===== config.mk =====
export PLATFORM = sky130hd
export DESIGN_NAME = hph_port
export DESIGN_NICKNAME = d
export VERILOG_FILES = /design/src/inc/hph_pkg.sv /design/src/core/hph_port.sv
export SDC_FILE = /design/constraint.sdc
export NUM_CORES = 1
export LEC_CHECK = 0
export BUFFER_PORTS_ARGS = -buffer_cell sky130_fd_sc_hd__buf_2
export CAP_MARGIN = 20
export CORE_AREA = 2 2 139 141
export DETAILED_ROUTE_END_ITERATION = 7
export DIE_AREA = 0 0 141 143
export PLACE_DENSITY_LB_ADDON = 0.12
export SLEW_MARGIN = 20
export SYNTH_ARGS = -nofsm -noshare
export SYNTH_HDL_FRONTEND = slang
export SYNTH_SLANG_ARGS = --single-unit

===== constraint.sdc =====
create_clock -name clk_sys -period 3.2 [get_ports clk_sys]
set_clock_uncertainty 0.15 [all_clocks]
set_input_delay 0.64 -clock clk_sys [delete_from_list [all_inputs] [get_ports clk_sys]]
set_output_delay 0.64 -clock clk_sys [all_outputs]
set_load 0.05 [all_outputs]

===== src/inc/hph_pkg.sv =====
// shared constants and carrier types of the host port handshake
package hph_pkg;
   localparam int CLK_PERIOD_NS = 50;
   // host strobe low and high time, in cpu clock periods
   localparam int STB_MIN_P = 4;
   localparam int STB_MIN_NS = STB_MIN_P * CLK_PERIOD_NS;
   // read data leads the ready edge by this much
   localparam int DATA_LEAD_NS = 100;
   localparam int DATA_LEAD_CYC = (DATA_LEAD_NS / CLK_PERIOD_NS) < 1 ? 1 : (DATA_LEAD_NS / CLK_PERIOD_NS);
   localparam int LEAD_W = 2;
   // register select codes
   localparam logic [1:0] SEL_CONTROL = 2'h0;
   localparam logic [1:0] SEL_WINDOW_AUTO = 2'h1;
   localparam logic [1:0] SEL_ADDRESS = 2'h2;
   localparam logic [1:0] SEL_WINDOW_FIXED = 2'h3;
   // positions in the synchroniser vector
   localparam int SYN_CS = 0;
   localparam int SYN_A = 1;
   localparam int SYN_B = 2;
   localparam int SYN_AS = 3;
   localparam logic [3:0] SYN_RESET = 4'hF;
   // strap bits on the data bus during reset
   localparam int CFG_ENDIAN_BIT = 8;
   localparam int CFG_BOOT_LSB = 3;
   localparam int CFG_BOOT_W = 2;
   localparam logic [15:0] DATA_RESET = 16'h0000;
   localparam logic [31:0] WORD_RESET = 32'h0000_0000;

   typedef struct packed {
      logic [1:0] sel;
      logic rnw;
      logic hw;
   } hph_select_t;

   typedef struct packed {
      hph_select_t s;
      logic [15:0] data;
   } hph_pin_t;

   typedef struct packed {
      logic [1:0] sel;
      logic [31:0] data;
   } hph_word_t;
endpackage


===== src/core/hph_port.sv =====
// device end of the 16-bit asynchronous host port handshake
`timescale 1ns/1ns
`default_nettype none
// How it works
// - internal strobe is chip select OR not(strobe_a XOR strobe_b), active low
// - wait output enabled by chip select, always low while deselected
// - select falling during unfinished window write or autoinc read shows busy
// - first half of a window read sends a fetch request on strobe fall
// - window read keeps wait high until fetched word loads the window
// - after second half window write or autoinc read, busy after strobe rises
// - other accesses keep wait low with no busy period, except a write held back by a full buffer
// - control and address register accesses leave wait untouched, except a write held back by a full buffer
// - select group sampled at strobe fall, or address strobe fall if used
// - write data captured at strobe rising edge
// - read drive starts only after strobe falls
// - read drive released after strobe rises
// - read data valid LEAD_CYC clock periods before wait drops, two by default
// - address strobe fall of a waiting access may raise wait
// - strobe low and high each at least four clock periods
// - data bits 8 and 4:3 are straps latched as reset releases
// - data bus stays undriven during reset
module hph_port #(
   parameter int LEAD_CYC = hph_pkg::DATA_LEAD_CYC
) (
   input wire logic clk_sys,
   input wire logic rst_n,
   input wire logic port_chip_select_n,
   input wire logic data_strobe_a,
   input wire logic data_strobe_b,
   input wire logic address_strobe_n,
   input wire logic [1:0] register_select,
   input wire logic read_not_write,
   input wire logic half_word_identify,
   input wire logic [15:0] host_data_bus_in,
   output logic [15:0] host_data_bus_out,
   output logic host_data_bus_oe,
   output logic port_wait_n,
   input wire logic [31:0] ctrl_rd_data,
   input wire logic [31:0] addr_rd_data,
   output logic fetch_req,
   input wire logic fetch_done,
   input wire logic [31:0] fetch_data,
   output logic wr_valid,
   output hph_pkg::hph_word_t wr_word,
   input wire logic wr_ready,
   output logic cfg_endian,
   output logic [hph_pkg::CFG_BOOT_W-1:0] cfg_boot_mode
);
   if (LEAD_CYC < 1 || LEAD_CYC > 2) begin : g_lead_check
      $error("LEAD_CYC must be 1 or 2");
   end

   function automatic logic is_window(input logic [1:0] sel);
      is_window = (sel == hph_pkg::SEL_WINDOW_AUTO) || (sel == hph_pkg::SEL_WINDOW_FIXED);
   endfunction

   function automatic logic [15:0] half_of(input logic [31:0] w, input logic hw);
      half_of = hw ? w[31:16] : w[15:0];
   endfunction

   logic [3:0] sync1_r, sync2_r;
   hph_pkg::hph_pin_t pin_d1_r, pin_d2_r;
   logic stb_r, stb_r_nxt, as_prev_r;
   hph_pkg::hph_select_t cur_r, cur_nxt;
   logic as_taken_r, as_taken_nxt, as_wait_r, as_wait_nxt;
   logic [15:0] first_half_r, first_half_nxt;
   logic [31:0] window_r, window_nxt;
   logic fetch_req_r, fetch_req_nxt, fetch_pend_r, fetch_pend_nxt, post_fetch_r, post_fetch_nxt;
   logic push_pend_r, push_pend_nxt;
   hph_pkg::hph_word_t push_word_r, push_word_nxt;
   logic [hph_pkg::LEAD_W-1:0] lead_r, lead_nxt;
   logic wait_r, wait_nxt, oe_r, oe_nxt;
   logic [15:0] dout_r, dout_nxt;
   logic boot_done_r, boot_done_nxt, endian_r, endian_nxt;
   logic [hph_pkg::CFG_BOOT_W-1:0] boot_r, boot_nxt;
   hph_pkg::hph_word_t head_r, head_nxt, spare_r, spare_nxt;
   logic head_v_r, head_v_nxt, spare_v_r, spare_v_nxt;
   logic stb_now, stb_fall, stb_rise, as_fall, busy_win;
   hph_pkg::hph_select_t s;

   // pins through two flops; select and data delayed alike to stay aligned
   always_ff @(posedge clk_sys or negedge rst_n) begin
      if (!rst_n) begin
         sync1_r <= hph_pkg::SYN_RESET;
         sync2_r <= hph_pkg::SYN_RESET;
         pin_d1_r <= '0;
         pin_d2_r <= '0;
         as_prev_r <= 1'b1;
      end else begin
         sync1_r <= {address_strobe_n, data_strobe_b, data_strobe_a, port_chip_select_n};
         sync2_r <= sync1_r;
         pin_d1_r <= {register_select, read_not_write, half_word_identify, host_data_bus_in};
         pin_d2_r <= pin_d1_r;
         as_prev_r <= sync2_r[hph_pkg::SYN_AS];
      end
   end

   always_comb begin
      stb_now = sync2_r[hph_pkg::SYN_CS] | ~(sync2_r[hph_pkg::SYN_A] ^ sync2_r[hph_pkg::SYN_B]);
      stb_fall = stb_r & ~stb_now;
      stb_rise = ~stb_r & stb_now;
      as_fall = as_prev_r & ~sync2_r[hph_pkg::SYN_AS] & stb_r;
      s = as_taken_r ? cur_r : pin_d2_r.s;
      stb_r_nxt = stb_now;
      cur_nxt = cur_r;
      as_taken_nxt = as_taken_r;
      as_wait_nxt = as_wait_r;
      first_half_nxt = first_half_r;
      window_nxt = window_r;
      fetch_req_nxt = 1'b0;
      fetch_pend_nxt = fetch_pend_r;
      post_fetch_nxt = post_fetch_r;
      push_pend_nxt = push_pend_r;
      push_word_nxt = push_word_r;
      lead_nxt = (lead_r != '0) ? lead_r - 1'b1 : lead_r;
      oe_nxt = oe_r;
      dout_nxt = dout_r;
      boot_done_nxt = 1'b1;
      endian_nxt = endian_r;
      boot_nxt = boot_r;
      head_nxt = head_r;
      head_v_nxt = head_v_r;
      spare_nxt = spare_r;
      spare_v_nxt = spare_v_r;
      if (!boot_done_r) begin
         endian_nxt = host_data_bus_in[hph_pkg::CFG_ENDIAN_BIT];
         boot_nxt = host_data_bus_in[hph_pkg::CFG_BOOT_LSB +: hph_pkg::CFG_BOOT_W];
      end
      if (as_fall) begin
         cur_nxt = pin_d2_r.s;
         as_taken_nxt = 1'b1;
         as_wait_nxt = is_window(pin_d2_r.s.sel) && pin_d2_r.s.rnw && !pin_d2_r.s.hw;
      end
      if (stb_fall) begin
         cur_nxt = s;
         as_wait_nxt = 1'b0;
         if (s.rnw) begin
            oe_nxt = 1'b1;
            if (s.sel == hph_pkg::SEL_CONTROL) begin
               dout_nxt = half_of(ctrl_rd_data, s.hw);
            end else if (s.sel == hph_pkg::SEL_ADDRESS) begin
               dout_nxt = half_of(addr_rd_data, s.hw);
            end else begin
               dout_nxt = half_of(window_r, s.hw);
            end
            if (is_window(s.sel) && !s.hw) begin
               fetch_req_nxt = 1'b1;
               fetch_pend_nxt = 1'b1;
            end
         end
      end
      if (stb_rise) begin
         as_taken_nxt = 1'b0;
         as_wait_nxt = 1'b0;
         oe_nxt = 1'b0;
         if (!cur_r.rnw && !cur_r.hw) begin
            first_half_nxt = pin_d2_r.data;
         end else if (!cur_r.rnw) begin
            push_pend_nxt = 1'b1;
            push_word_nxt = '{sel: cur_r.sel, data: {pin_d2_r.data, first_half_r}};
         end else if (cur_r.hw && cur_r.sel == hph_pkg::SEL_WINDOW_AUTO) begin
            fetch_req_nxt = 1'b1;
            post_fetch_nxt = 1'b1;
         end
      end
      if (fetch_done && (fetch_pend_r || post_fetch_r)) begin
         window_nxt = fetch_data;
         post_fetch_nxt = 1'b0;
         fetch_pend_nxt = 1'b0;
         if (fetch_pend_r && oe_nxt) begin
            dout_nxt = fetch_data[15:0];
            lead_nxt = LEAD_CYC[hph_pkg::LEAD_W-1:0];
         end
      end
      // two-entry buffer toward the internal engine
      if (head_v_r && wr_ready) begin
         head_v_nxt = 1'b0;
      end
      if (!head_v_nxt && spare_v_r) begin
         head_nxt = spare_r;
         head_v_nxt = 1'b1;
         spare_v_nxt = 1'b0;
      end
      if (push_pend_r && !spare_v_nxt) begin
         push_pend_nxt = stb_rise && !cur_r.rnw && cur_r.hw;
         if (!head_v_nxt) begin
            head_nxt = push_word_r;
            head_v_nxt = 1'b1;
         end else begin
            spare_nxt = push_word_r;
            spare_v_nxt = 1'b1;
         end
      end
      // window work shows busy, as does a write held back by a full buffer; other register writes drain silently
      busy_win = post_fetch_nxt | (push_pend_nxt & (push_pend_r | is_window(push_word_nxt.sel)))
         | (head_v_nxt & is_window(head_nxt.sel)) | (spare_v_nxt & is_window(spare_nxt.sel));
      wait_nxt = ~sync2_r[hph_pkg::SYN_CS] & (fetch_pend_nxt | (lead_nxt != '0) | busy_win | as_wait_nxt);
   end

   always_ff @(posedge clk_sys or negedge rst_n) begin
      if (!rst_n) begin
         stb_r <= 1'b1;
         cur_r <= '0;
         as_taken_r <= 1'b0;
         as_wait_r <= 1'b0;
         first_half_r <= hph_pkg::DATA_RESET;
         window_r <= hph_pkg::WORD_RESET;
         fetch_req_r <= 1'b0;
         fetch_pend_r <= 1'b0;
         post_fetch_r <= 1'b0;
         push_pend_r <= 1'b0;
         push_word_r <= '0;
         lead_r <= '0;
         wait_r <= 1'b0;
         oe_r <= 1'b0;
         dout_r <= hph_pkg::DATA_RESET;
         boot_done_r <= 1'b0;
         endian_r <= 1'b0;
         boot_r <= '0;
         head_r <= '0;
         head_v_r <= 1'b0;
         spare_r <= '0;
         spare_v_r <= 1'b0;
      end else begin
         stb_r <= stb_r_nxt;
         cur_r <= cur_nxt;
         as_taken_r <= as_taken_nxt;
         as_wait_r <= as_wait_nxt;
         first_half_r <= first_half_nxt;
         window_r <= window_nxt;
         fetch_req_r <= fetch_req_nxt;
         fetch_pend_r <= fetch_pend_nxt;
         post_fetch_r <= post_fetch_nxt;
         push_pend_r <= push_pend_nxt;
         push_word_r <= push_word_nxt;
         lead_r <= lead_nxt;
         wait_r <= wait_nxt;
         oe_r <= oe_nxt;
         dout_r <= dout_nxt;
         boot_done_r <= boot_done_nxt;
         endian_r <= endian_nxt;
         boot_r <= boot_nxt;
         head_r <= head_nxt;
         head_v_r <= head_v_nxt;
         spare_r <= spare_nxt;
         spare_v_r <= spare_v_nxt;
      end
   end

   assign host_data_bus_out = dout_r;
   assign host_data_bus_oe = oe_r;
   assign port_wait_n = wait_r;
   assign fetch_req = fetch_req_r;
   assign wr_valid = head_v_r;
   assign wr_word = head_r;
   assign cfg_endian = endian_r;
   assign cfg_boot_mode = boot_r;
endmodule // hph_port
`default_nettype wire


# After elaboration in Yosys (flattened, before gate mapping)
# Index checks and enable logic that the tools add are counted.
totals:
  n_memories: 0
  reg_bits: 236
  elab_cells: 164
  latch_bits: 0
  mem_bits_rw: 0
  romBits: 0
  out_inout_bits: 57
classes:
  magnitude_cmp: 0
  reduce_logical: 32
  shifts: 0
  n_mul: 0
  n_addsub: 1
  bitwise: 24
  n_eq_ne: 12
  div: 0
  mux: 57
ops:
  columns: ["operator", "count"]
  rows:
  - ["2-to-1 mux 34 bit", 8]
  - ["2-to-1 mux 16 bit", 9]
  - ["2-to-1 mux 1 bit", 34]
  - ["== test 2 x 1 -> 1 bit, second input constant", 6]
  - ["== test 2 bit, second input constant", 6]
  - ["logical AND 1 bit", 12]
  - ["2-to-1 mux 4 bit", 3]
  - ["bitwise AND 1 bit", 8]
  - ["bitwise OR 1 bit", 8]
  - ["nonzero test 2 bit", 4]
  - ["NOT 1 bit", 7]
  - ["logical NOT 1 bit", 6]
  - ["logical OR 1 bit", 6]
  - ["2-to-1 mux 2 bit", 3]
  - ["AND reduction 2 bit", 2]
  - ["AND reduction 3 bit", 1]
  - ["logical NOT 2 bit", 1]
  - ["subtractor 2 x 1 -> 2 bit, second input constant", 1]
  - ["XOR 1 bit", 1]

# Depth between registers and ports, before layout
# Gate-level depths: netlist (run 1).
depth:
  depth_word: 16
  depth_mapped: 8
  mapped_depth_nobuf: 6

# Least setup slack after synthesis (run 1)
# No wires, ideal clock.
synth_path:
  path_kind: "register to register"
  start: "register stb_r"
  end: "register dout_r[14] (netlist: host_data_bus_out[14])"
  required_time_ps: 2977
  arrival_ps: 2098
  setup_ps: 73
  n_path_buf: 2
  slack_ps: 879
  stages_incl_launch_ff: 8
  path_cell_list: "dfstp_2 > buf_6 > inv_4 > or4_4 > nand2b_4 > buf_6 > or4_4 > a2bb2oi_2"
synth_between:
  elab_chain_cells: 6
synth_rtl:
  columns: ["item", "line_no", "rtl"]
  rows:
  - ["from (decl)", "hph_port.sv:63", "logic stb_r, stb_r_nxt, as_prev_r;"]
  - ["from (signal assigned)", "hph_port.sv:225", "stb_r <= stb_r_nxt;"]
  - ["bitwise AND 1 bit or NOT 1 bit (tied branches)", "hph_port.sv:100, hph_port.sv:101", null]
  - ["2-to-1 mux 1 bit or bitwise AND 1 bit (tied branches)", "hph_port.sv:134, hph_port.sv:101", null]
  - ["2-to-1 mux 1 bit", "hph_port.sv:152", "if (stb_rise) begin"]
  - ["logical AND 1 bit", "hph_port.sv:170", "if (fetch_pend_r && oe_nxt) begin"]
  - ["2-to-1 mux 16 bit", "hph_port.sv:170", null]
  - ["2-to-1 mux 16 bit *", "hph_port.sv:166", "if (fetch_done && (fetch_pend_r || post_fetch_r)) begin"]
  - ["named net dout_nxt[14]", "hph_port.sv:73", "logic [15:0] dout_r, dout_nxt;"]
  - ["to (signal assigned)", "hph_port.sv:216", "dout_r <= hph_pkg::DATA_RESET;"]
  - ["to (signal assigned)", "hph_port.sv:239", "dout_r <= dout_nxt;"]
  - ["to (decl)", "hph_port.sv:73", null]
# Mark *: on every way through the listed nets, which the timed path passes. The rest lies on a longest branch.
# A chain may end at the register's enable or synchronous reset.

# Worst setup path in the final report (run 1)
# Ends and elaborated chain as after synthesis.

==> out/results.txt, run 1 <==
die width: 141 µm
Tot GR Track Use: 0.210
P_leak: 5.63 nW
Clock Latency Late Sink: 0.51 ns
CP max stage delay: 0.71 ns
hold_buf cts: 0
WP buf/inv: 1
hold_ws: -0.0105 ns
Final Total Pwr: 10.7 mW
Routed Wire Length: 20,800 µm
initial antenna violation count: 2
Ports: 181
Critical Path AT: 2.93 ns
fin nets: 984
CTS Root Cell: clkbuf_16
number of synthesized register bits: 236
max-slew violation count: 0
FILL cells: 1,469
Post-synth EDFFs: 0
most common cell in the netlist: dfrtp_1
CTS sink cnt: 236
Worst R2R Setup Slack: 0.56 ns
CP Max Fanout: 22
largest area contributor in the netlist: dfrtp_1
Avg Cell Area, Syn: 14.1 µm²
peak supply drop: 0.000569 V
Final Hold Fails: 9
Clock Tree Buf Depth: 3
global-route wire length before repair: 33,500 µm
Worst Path Required: 3.49 ns
CTS tree: built
number of maximum-capacitance violations: 0
Detail Route Antenna Nets: 0
post-DP HPWL: 13,900 µm
vias per cell: 5.44
Most used DFF post-synth: dfrtp_1
CP most frequent cell: or4_4
Non-Filler Instances: 1,109
Worst Path Class, Setup: reg2reg
pre-CTS setup slack: 0.564 ns
cts bufs inserted: 24
Hold Crit Class: in2async
largest net degree at the start of global routing: 89
Clock H-tree levels: 1
via count: 6,029
crit-path leading delay family: simple AND/OR/NAND/NOR gates
synthesized area: 9520 µm²
die area: 20,200 µm²
Layout Utilization: 0.615
wire per inst: 18.8 µm
Ys Warns: 0
Post-route DRC: 0
First-pass DRT Iterations: 4
f_max: 379 MHz
PnR worst setup slack: 0.559 ns
critical path capture point type: register
top cell type's share of synthesized area: 0.594
Post-synth top cells: dfrtp_1, mux2_2, mux2i_1
failing checks: negative hold slack
Async SR Flop Fraction: 1.00
placed cell count: 1,068
status: finished with violations
sequential area share after synthesis: 0.621
Starting DRT DRC Count: 295
buffer count from post-CTS setup fixing: 0
crit-path cells: inv_4 > or4_4 > nand2b_4 > or4_4 > a2bb2oi_2
Initial Utilization: 0.513
Layout area overhead: 20.0%
RSZ-0062 raised after global routing: false
core area: 18,600 µm²
vias in the first global route: 6,343
Pwr Density: 932 nW/µm²
GP Congestion: 0.831
final number of setup-violating endpoints: 0
highest-delay cell along the critical path: or4_4
Die Height: 143 µm
Overflow after GRT: 0
crit path time final: 2.64 ns
Slew headroom: 0.471
Syn Nets: 801
distinct cell type count after synthesis: 47
PortBufs: 180
share of cells above drive strength 1: 0.451
synth top area cells: dfrtp_1, mux2_2, mux2i_1
Slew @ Worst Pin: 0.793 ns
Resize count post-CTS: 0
Startpoint Class: register
Reg clk slew, reported paths: 0.06 ns
Mapped Cells: 677
# rows: 50
final period utilization: 0.825
setup_tns: 0 ns
## report_power, final
part / internal (mW) / switching (mW) / total, mW
clock: 1.47 / 1.06 / 2.53
sequential: 3.97 / 0.645 / 4.61
combinational: 1.33 / 2.19 / 3.51
total: 6.76 / 3.89 / 10.7
## metrics by stage
step	hold WS [ns]	instance area (µm²)
after floorplan	0.181	9520
after global placement	0.181	10700
after detailed placement	0.186	10700
after CTS	0.000232	11400
after global routing	0.0248	11400
final	-0.0105	11400
## metal layers
metal | part of all wire | global-route usage | up-vias
li1 | - | - | 2826
met1 | 0.46 | 0.298 | 3022
met2 | 0.47 | 0.341 | 150
met3 | 0.047 | 0.0332 | 31
met4 | 0.023 | 0.0616 | 0
met5 | 0 | 0 | -
## final cells by class
| type | count | area, µm² | area share |
|---|---|---|---|
| diodes | 2 | 5.00 | 0.000438 |
| clock buffers | 35 | 683 | 0.0598 |
| clock inverters | 4 | 22.5 | 0.00197 |
| inverters | 8 | 32.5 | 0.00285 |
| multi-input cells | 394 | 3430 | 0.300 |
| flip-flops and latches | 236 | 5920 | 0.518 |
| well taps | 234 | 293 | 0.0256 |
| repair buffers | 196 | 1040 | 0.0913 |
## path summary, 6_finish.rpt
check / startpoint / end / cells after the start
max in group asynchronous: rst_n / wr_word[8] / 2
hold reg to reg: pin_d1_r[17] / pin_d2_r[17] / 0
setup / recovery: stb_r / host_data_bus_out[14] / 5
hold / removal: rst_n / window_r[17] / 1
setup reg to reg: stb_r / host_data_bus_out[14] / 5
min in group clk_sys: port_chip_select_n / sync1_r[0] / 1
## state kept, by name, indices dropped and copies added (netlist names), 2 cells and up, named ones only
signal             cells
cur_r                  4
lead_r                 2
pin_d2_r              20
cfg_boot_mode          2
first_half_r          16
push_word_r           33
pin_d1_r              20
host_data_bus_out     16
sync1_r                4
window_r              32
sync2_r                4
wr_word               34
spare_r               33
## cell usage in the layout (no fill, tap or decap), drive strengths merged, types with 2 or more instances in the layout
cell | Yosys | layout
dfrtp | 226 | 226
buf | 20 | 196
mux2 | 142 | 142
mux2i | 51 | 51
nor2 | 44 | 44
a21oi | 38 | 38
clkbuf | 19 | 35
a221oi | 17 | 17
o22ai | 16 | 16
a2bb2oi | 16 | 16
a211o | 15 | 15
dfstp | 10 | 10
nand2 | 10 | 10
inv | 8 | 8
o21ai | 7 | 7
nand2b | 6 | 6
nor3b | 3 | 3
nor2b | 3 | 3
clkinv | 0 | 3
nor3 | 3 | 3
diode | 0 | 2
or4 | 2 | 2
a21o | 2 | 2
nand4b | 2 | 2
and3 | 2 | 2
## cells by family after synthesis
family / count (synthesis) / synth area share
flip-flops: 236 / 0.621
adder cells (fa/ha/maj): 1 / 0.00105
AO/OA/AOI/OAI: 117 / 0.0880
XOR/XNOR: 1 / 0.000920
buffers and inverters: 47 / 0.0223
AND/OR/NAND/NOR: 80 / 0.0420
other: 1 / 0.000394
multiplexers: 194 / 0.224
Note: power is estimated with default switching activity, not from simulation.
==> run 2, diff against run 1 <==
- clock period: 3.2 -> 2.47 ns (I/O delays scaled with it)
==> out/results.txt, run 2 (synthesis results as in run 1) <==
CTS sink cnt: 236 (unchanged)
Non-Filler Instances: 1,145 (was 1,109)
Ports: 181 (unchanged)
max FFs per register: 34 (unchanged)
hold path start: fetch_data[17]
global-route wire length before repair: 35,500 µm (was 33,500 µm)
RSZ-0062 raised after global routing: false (unchanged)
Clock H-tree levels: 1 (unchanged)
vias in the first global route: 6,813 (was 6,343)
Clock Tree Buf Depth: 3 (unchanged)
crit path time final: 2.37 ns (was 2.64 ns)
f_max: 423 MHz (was 379 MHz)
CTS Root Cell: clkbuf_16 (unchanged)
met3 wire length: 911 µm (was 989 µm)
critical path capture point type: register (unchanged)
cts bufs inserted: 25 (was 24)
Post-DP Area: 10,800 µm² (was 10,700 µm²)
reg2reg start: stb_r (unchanged)
number of maximum-capacitance violations: 0 (unchanged)
Layout area overhead: 26.1% (was 20.0%)
crit-path leading delay family: simple AND/OR/NAND/NOR gates (unchanged)
Final Hold Fails: 0 (was 9)
commonest non-fill, non-tap cell in the layout: dfrtp_1 (unchanged)
crit-path cells: inv_4 > or4_4 > buf_4 > nor3b_1 > o21ai_0 > a41oi_1 (was inv_4 > or4_4 > nand2b_4 > or4_4 > a2bb2oi_2)
Reg clk slew, reported paths: 0.06 ns (about the same)
CP max stage delay: 0.65 ns (was 0.71 ns)
die area: 20,200 µm² (unchanged)
initial antenna violation count: 1 (was 2)
CP Max Fanout: 19 (was 22)
core area: 18,600 µm² (unchanged)
Overflow after GRT: 0 (unchanged)
pre-CTS setup slack: -0.0158 ns (was 0.564 ns)
status: completed (was finished with violations)
WP buf/inv: 2 (was 1)
most frequent cells in the layout: dfrtp_1, buf_2, mux2_2 (unchanged)
Worst Path Required: 2.75 ns (was 3.49 ns)
PortBufs: 180 (unchanged)
FILL cells: 1,376 (was 1,469)
final number of setup-violating endpoints: 0 (unchanged)
peak supply drop: 0.000778 V (was 0.000569 V)
fin nets: 1,015 (was 984)
Pwr Density: 1220 nW/µm² (was 932 nW/µm²)
die width: 141 µm (unchanged)
CTS tree: built (unchanged)
share of cells above drive strength 1: 0.455 (was 0.451)
Slew headroom: 0.524 (was 0.471)
highest-delay cell along the critical path: dfstp_2 (was or4_4)
post-DP HPWL: 14,500 µm (was 13,900 µm)
Tot GR Track Use: 0.221 (was 0.210)
Post-route DRC: 0 (unchanged)
Hold Crit Class: in2reg (was in2async)
Routed Wire Length: 21,700 µm (was 20,800 µm)
Critical Path AT: 2.64 ns (was 2.93 ns)
wire per inst: 19.0 µm (was 18.8 µm)
First-pass DRT Iterations: 4 (unchanged)
DRT met1 WL: 9640 µm (was 9520 µm)
Clock Latency Late Sink: 0.52 ns (was 0.51 ns)
Die Height: 143 µm (unchanged)
hold_ws: 0.0608 ns (was -0.0105 ns)
design area: 12,000 µm² (was 11,400 µm²)
Detail Route Antenna Nets: 0 (unchanged)
# rows: 50 (unchanged)
Startpoint Class: register (unchanged)
placed cell count: 1,072 (was 1,068)
max-slew violation count: 0 (unchanged)
GP Congestion: 0.855 (was 0.831)
Worst Path Class, Setup: reg2reg (unchanged)
vias per cell: 5.49 (was 5.44)
PnR worst setup slack: 0.104 ns (was 0.559 ns)
worst setup path startpoint: stb_r (unchanged)
multi-input logic area: 3430 µm² (about the same)
largest net degree at the start of global routing: 63 (was 89)
register area: 5920 µm² (unchanged)
met2 wire len: 10,500 µm (was 9850 µm)
Slew @ Worst Pin: 0.715 ns (was 0.793 ns)
uppermost layer routed: met4 (unchanged)
final period utilization: 0.958 (was 0.825)
Layout Utilization: 0.646 (was 0.615)
Starting DRT DRC Count: 293 (was 295)
Initial Utilization: 0.513 (unchanged)
via count: 6,290 (was 6,029)
P_leak: 5.89 nW (was 5.63 nW)
## run 2: cell count changes in the layout (fill, tap and decap cells not counted), sizes merged
cell	previous run	this run
inv	8	9
clkbuf	35	33
clkinvlp	1	3
dlygate4sd3	0	25
buf	196	201
diode	2	1
bufinv	0	4
clkinv	3	5
## run 2: cell type report
type / count / area share
Sequential cell: 236 / 0.493
Timing Repair Buffer: 226 / 0.119
Multi-Input combinational cell: 394 / 0.286
Clock inverter: 13 / 0.0147
Clock buffer: 33 / 0.0604
Tap cell: 234 / 0.0244
Inverter: 8 / 0.00271
Antenna cell: 1 / 0.000208
## run 2: timing repair
item | in CTS | in global routing
hold buffers | 25 | 0
gates resized for setup | 0 | 1
setup buffers | 1 | 0
endpoints found under the setup margin | 12 | 15
endpoints found under the hold margin | 73 | 0
pin swaps | 1 | 0
## run 2: path summary, 6_finish.rpt
kind / to / slack [ns] / cells after the start
max in group asynchronous: push_word_r[6] / 1.10 / 3
setup / recovery: port_wait_n / 0.10 / 6
hold / removal: window_r[17] / 0.06 / 2
hold reg to reg: pin_d2_r[8] / 0.19 / 0
setup reg to reg: port_wait_n / 0.10 / 6
min in group asynchronous: pin_d1_r[18] / 0.35 / 2
## run 2: stage by stage
stage / power [mW] / TNS [ns]
2_1_floorplan: 9.28 / 0
3_3_place_gp: 10.5 / 0
3_5_place_dp: 10.7 / -0.0435
4_1_cts: 14.8 / 0
5_1_grt: 15.4 / 0
6_report: 14.6 / 0
## run 2: power by group
group / internal (mW) / switching, mW
combinational: 1.79 / 2.87
sequential: 5.14 / 0.858
clock: 2.48 / 1.50
total: 9.41 / 5.23
## run 2: metal layers
metal,global-route usage,vias to the layer above
met1,0.300,3180
met2,0.366,169
met3,0.0335,51
li1,-,2890
met4,0.0784,0
met5,0,-
==> run 3, diff against run 2 <==
- RECOVER_POWER: default -> 25
==> out/results.txt, run 3 (synthesis results as in run 1) <==
PortBufs: 180 (unchanged)
global-route wire length before repair: 35,500 µm (unchanged)
number of maximum-capacitance violations: 0 (unchanged)
RSZ-0062 raised after global routing: false (unchanged)
Ports: 181 (unchanged)
Worst Path Required: 2.75 ns (about the same)
Startpoint Class: register (unchanged)
Worst Path Class, Setup: reg2reg (unchanged)
peak supply drop: 0.000778 V (about the same)
Reg clk slew, reported paths: 0.06 ns (about the same)
wire per inst: 19.0 µm (about the same)
pre-CTS setup slack: -0.0158 ns (unchanged)
P_leak: 5.87 nW (was 5.89 nW)
Post-route DRC: 0 (unchanged)
Overflow after GRT: 0 (unchanged)
post-DP HPWL: 14,500 µm (unchanged)
Layout Utilization: 0.645 (was 0.646)
cts bufs inserted: 25 (unchanged)
Final Hold Fails: 0 (unchanged)
final period utilization: 0.958 (about the same)
CTS Root Cell: clkbuf_16 (unchanged)
PnR worst setup slack: 0.104 ns (about the same)
share of cells above drive strength 1: 0.451 (was 0.455)
Slew headroom: 0.249 (was 0.524)
CP Max Fanout: 19 (unchanged)
crit path time final: 2.37 ns (about the same)
max FFs per register: 34 (unchanged)
initial antenna violation count: 1 (unchanged)
f_max: 423 MHz (about the same)
Routed Wire Length: 21,800 µm (was 21,700 µm)
Detail Route Antenna Nets: 0 (unchanged)
CTS sink cnt: 236 (unchanged)
core area: 18,600 µm² (unchanged)
status: completed (unchanged)
critical path capture point type: register (unchanged)
# rows: 50 (unchanged)
Starting DRT DRC Count: 273 (was 293)
most frequent cells in the layout: dfrtp_1, buf_2, mux2_2 (unchanged)
die width: 141 µm (unchanged)
R2R depth: 6 (unchanged)
Clock Tree Buf Depth: 3 (unchanged)
GP Congestion: 0.855 (unchanged)
final number of setup-violating endpoints: 0 (unchanged)
commonest non-fill, non-tap cell in the layout: dfrtp_1 (unchanged)
vias in the first global route: 6,813 (unchanged)
max-slew violation count: 0 (unchanged)
Clock Latency Late Sink: 0.52 ns (about the same)
Slew @ Worst Pin: 1.13 ns (was 0.715 ns)
via count: 6,325 (was 6,290)
CTS tree: built (unchanged)
fin nets: 1,015 (unchanged)
Die Height: 143 µm (unchanged)
Critical Path AT: 2.64 ns (about the same)
largest net degree at the start of global routing: 63 (unchanged)
WHS Path Cells: 2 (unchanged)
Pwr Density: 1220 nW/µm² (about the same)
Layout area overhead: 25.8% (was 26.1%)
Initial Utilization: 0.513 (unchanged)
die area: 20,200 µm² (unchanged)
First-pass DRT Iterations: 4 (unchanged)
Hold Crit Class: in2reg (unchanged)
Tot GR Track Use: 0.221 (unchanged)
vias per cell: 5.52 (was 5.49)
Clock H-tree levels: 1 (unchanged)
## run 3: final cells by class
cell class              count  area (µm²)
well taps                 234         293
clock buffers              33         726
repair buffers            226        1400
flip-flops and latches    236        5920
multi-input cells         394        3430
clock inverters            13         176
diodes                      1        2.50
inverters                   8        32.5
fillers                  1382        6600
## run 3: repair_timing
action | 4_1_cts | 5_1_grt
setup buffers | 1 | 0
pin swaps | 1 | 0
gates resized for setup | 0 | 1
hold buffers | 25 | 0
endpoints found under the setup margin | 12 | 15
hold endpoints to repair | 73 | 0
## run 3: path summary, 6_finish.rpt
path                           endpoint  slack (ns)            from
max                         port_wait_n        0.10           stb_r
min                        window_r[17]        0.06  fetch_data[17]
max reg2reg                 port_wait_n        0.10           stb_r
min reg2reg                 pin_d2_r[8]        0.19     pin_d1_r[8]
max in group asynchronous  window_r[22]        0.36           rst_n
min in group asynchronous  pin_d1_r[18]        0.34           rst_n
## run 3: per-layer routing
metal	share of wire	GRT usage	vias up
met3	0.048	0.0335	57
met4	0.033	0.0784	0
met5	0	0	-
met2	0.48	0.366	186
li1	-	-	2890
met1	0.44	0.300	3192
## run 3: power by group
| group | leakage, nW | switching (mW) | internal (mW) | total (mW) |
|---|---|---|---|---|
| sequential | 2.87 | 0.853 | 5.14 | 5.99 |
| clock | 0.441 | 1.50 | 2.48 | 3.98 |
| combinational | 2.56 | 2.87 | 1.78 | 4.65 |
| total | 5.87 | 5.22 | 9.41 | 14.6 |
## run 3: critical path, cell delays in order, from the launching register on
cell     delay (ns)
dfstp_2        0.65
inv_4          0.07
or4_4          0.58
buf_4          0.24
nor3b_1        0.23
o21ai_0        0.13
a41oi_1        0.23
## run 3: per-stage QoR
step | instances | hold slack (ns) | power, mW | instance area, µm² | TNS [ns]
2_1_floorplan | 677 | 0.0484 | 9.28 | 9520 | 0
3_3_place_gp | 1072 | 0.182 | 10.5 | 10800 | 0
3_5_place_dp | 1072 | 0.186 | 10.7 | 10800 | -0.0435
4_1_cts | 1144 | 0.0416 | 14.8 | 12000 | 0
5_1_grt | 1145 | 0.0519 | 15.3 | 12000 | 0
6_report | 1145 | 0.0599 | 14.6 | 12000 | 0
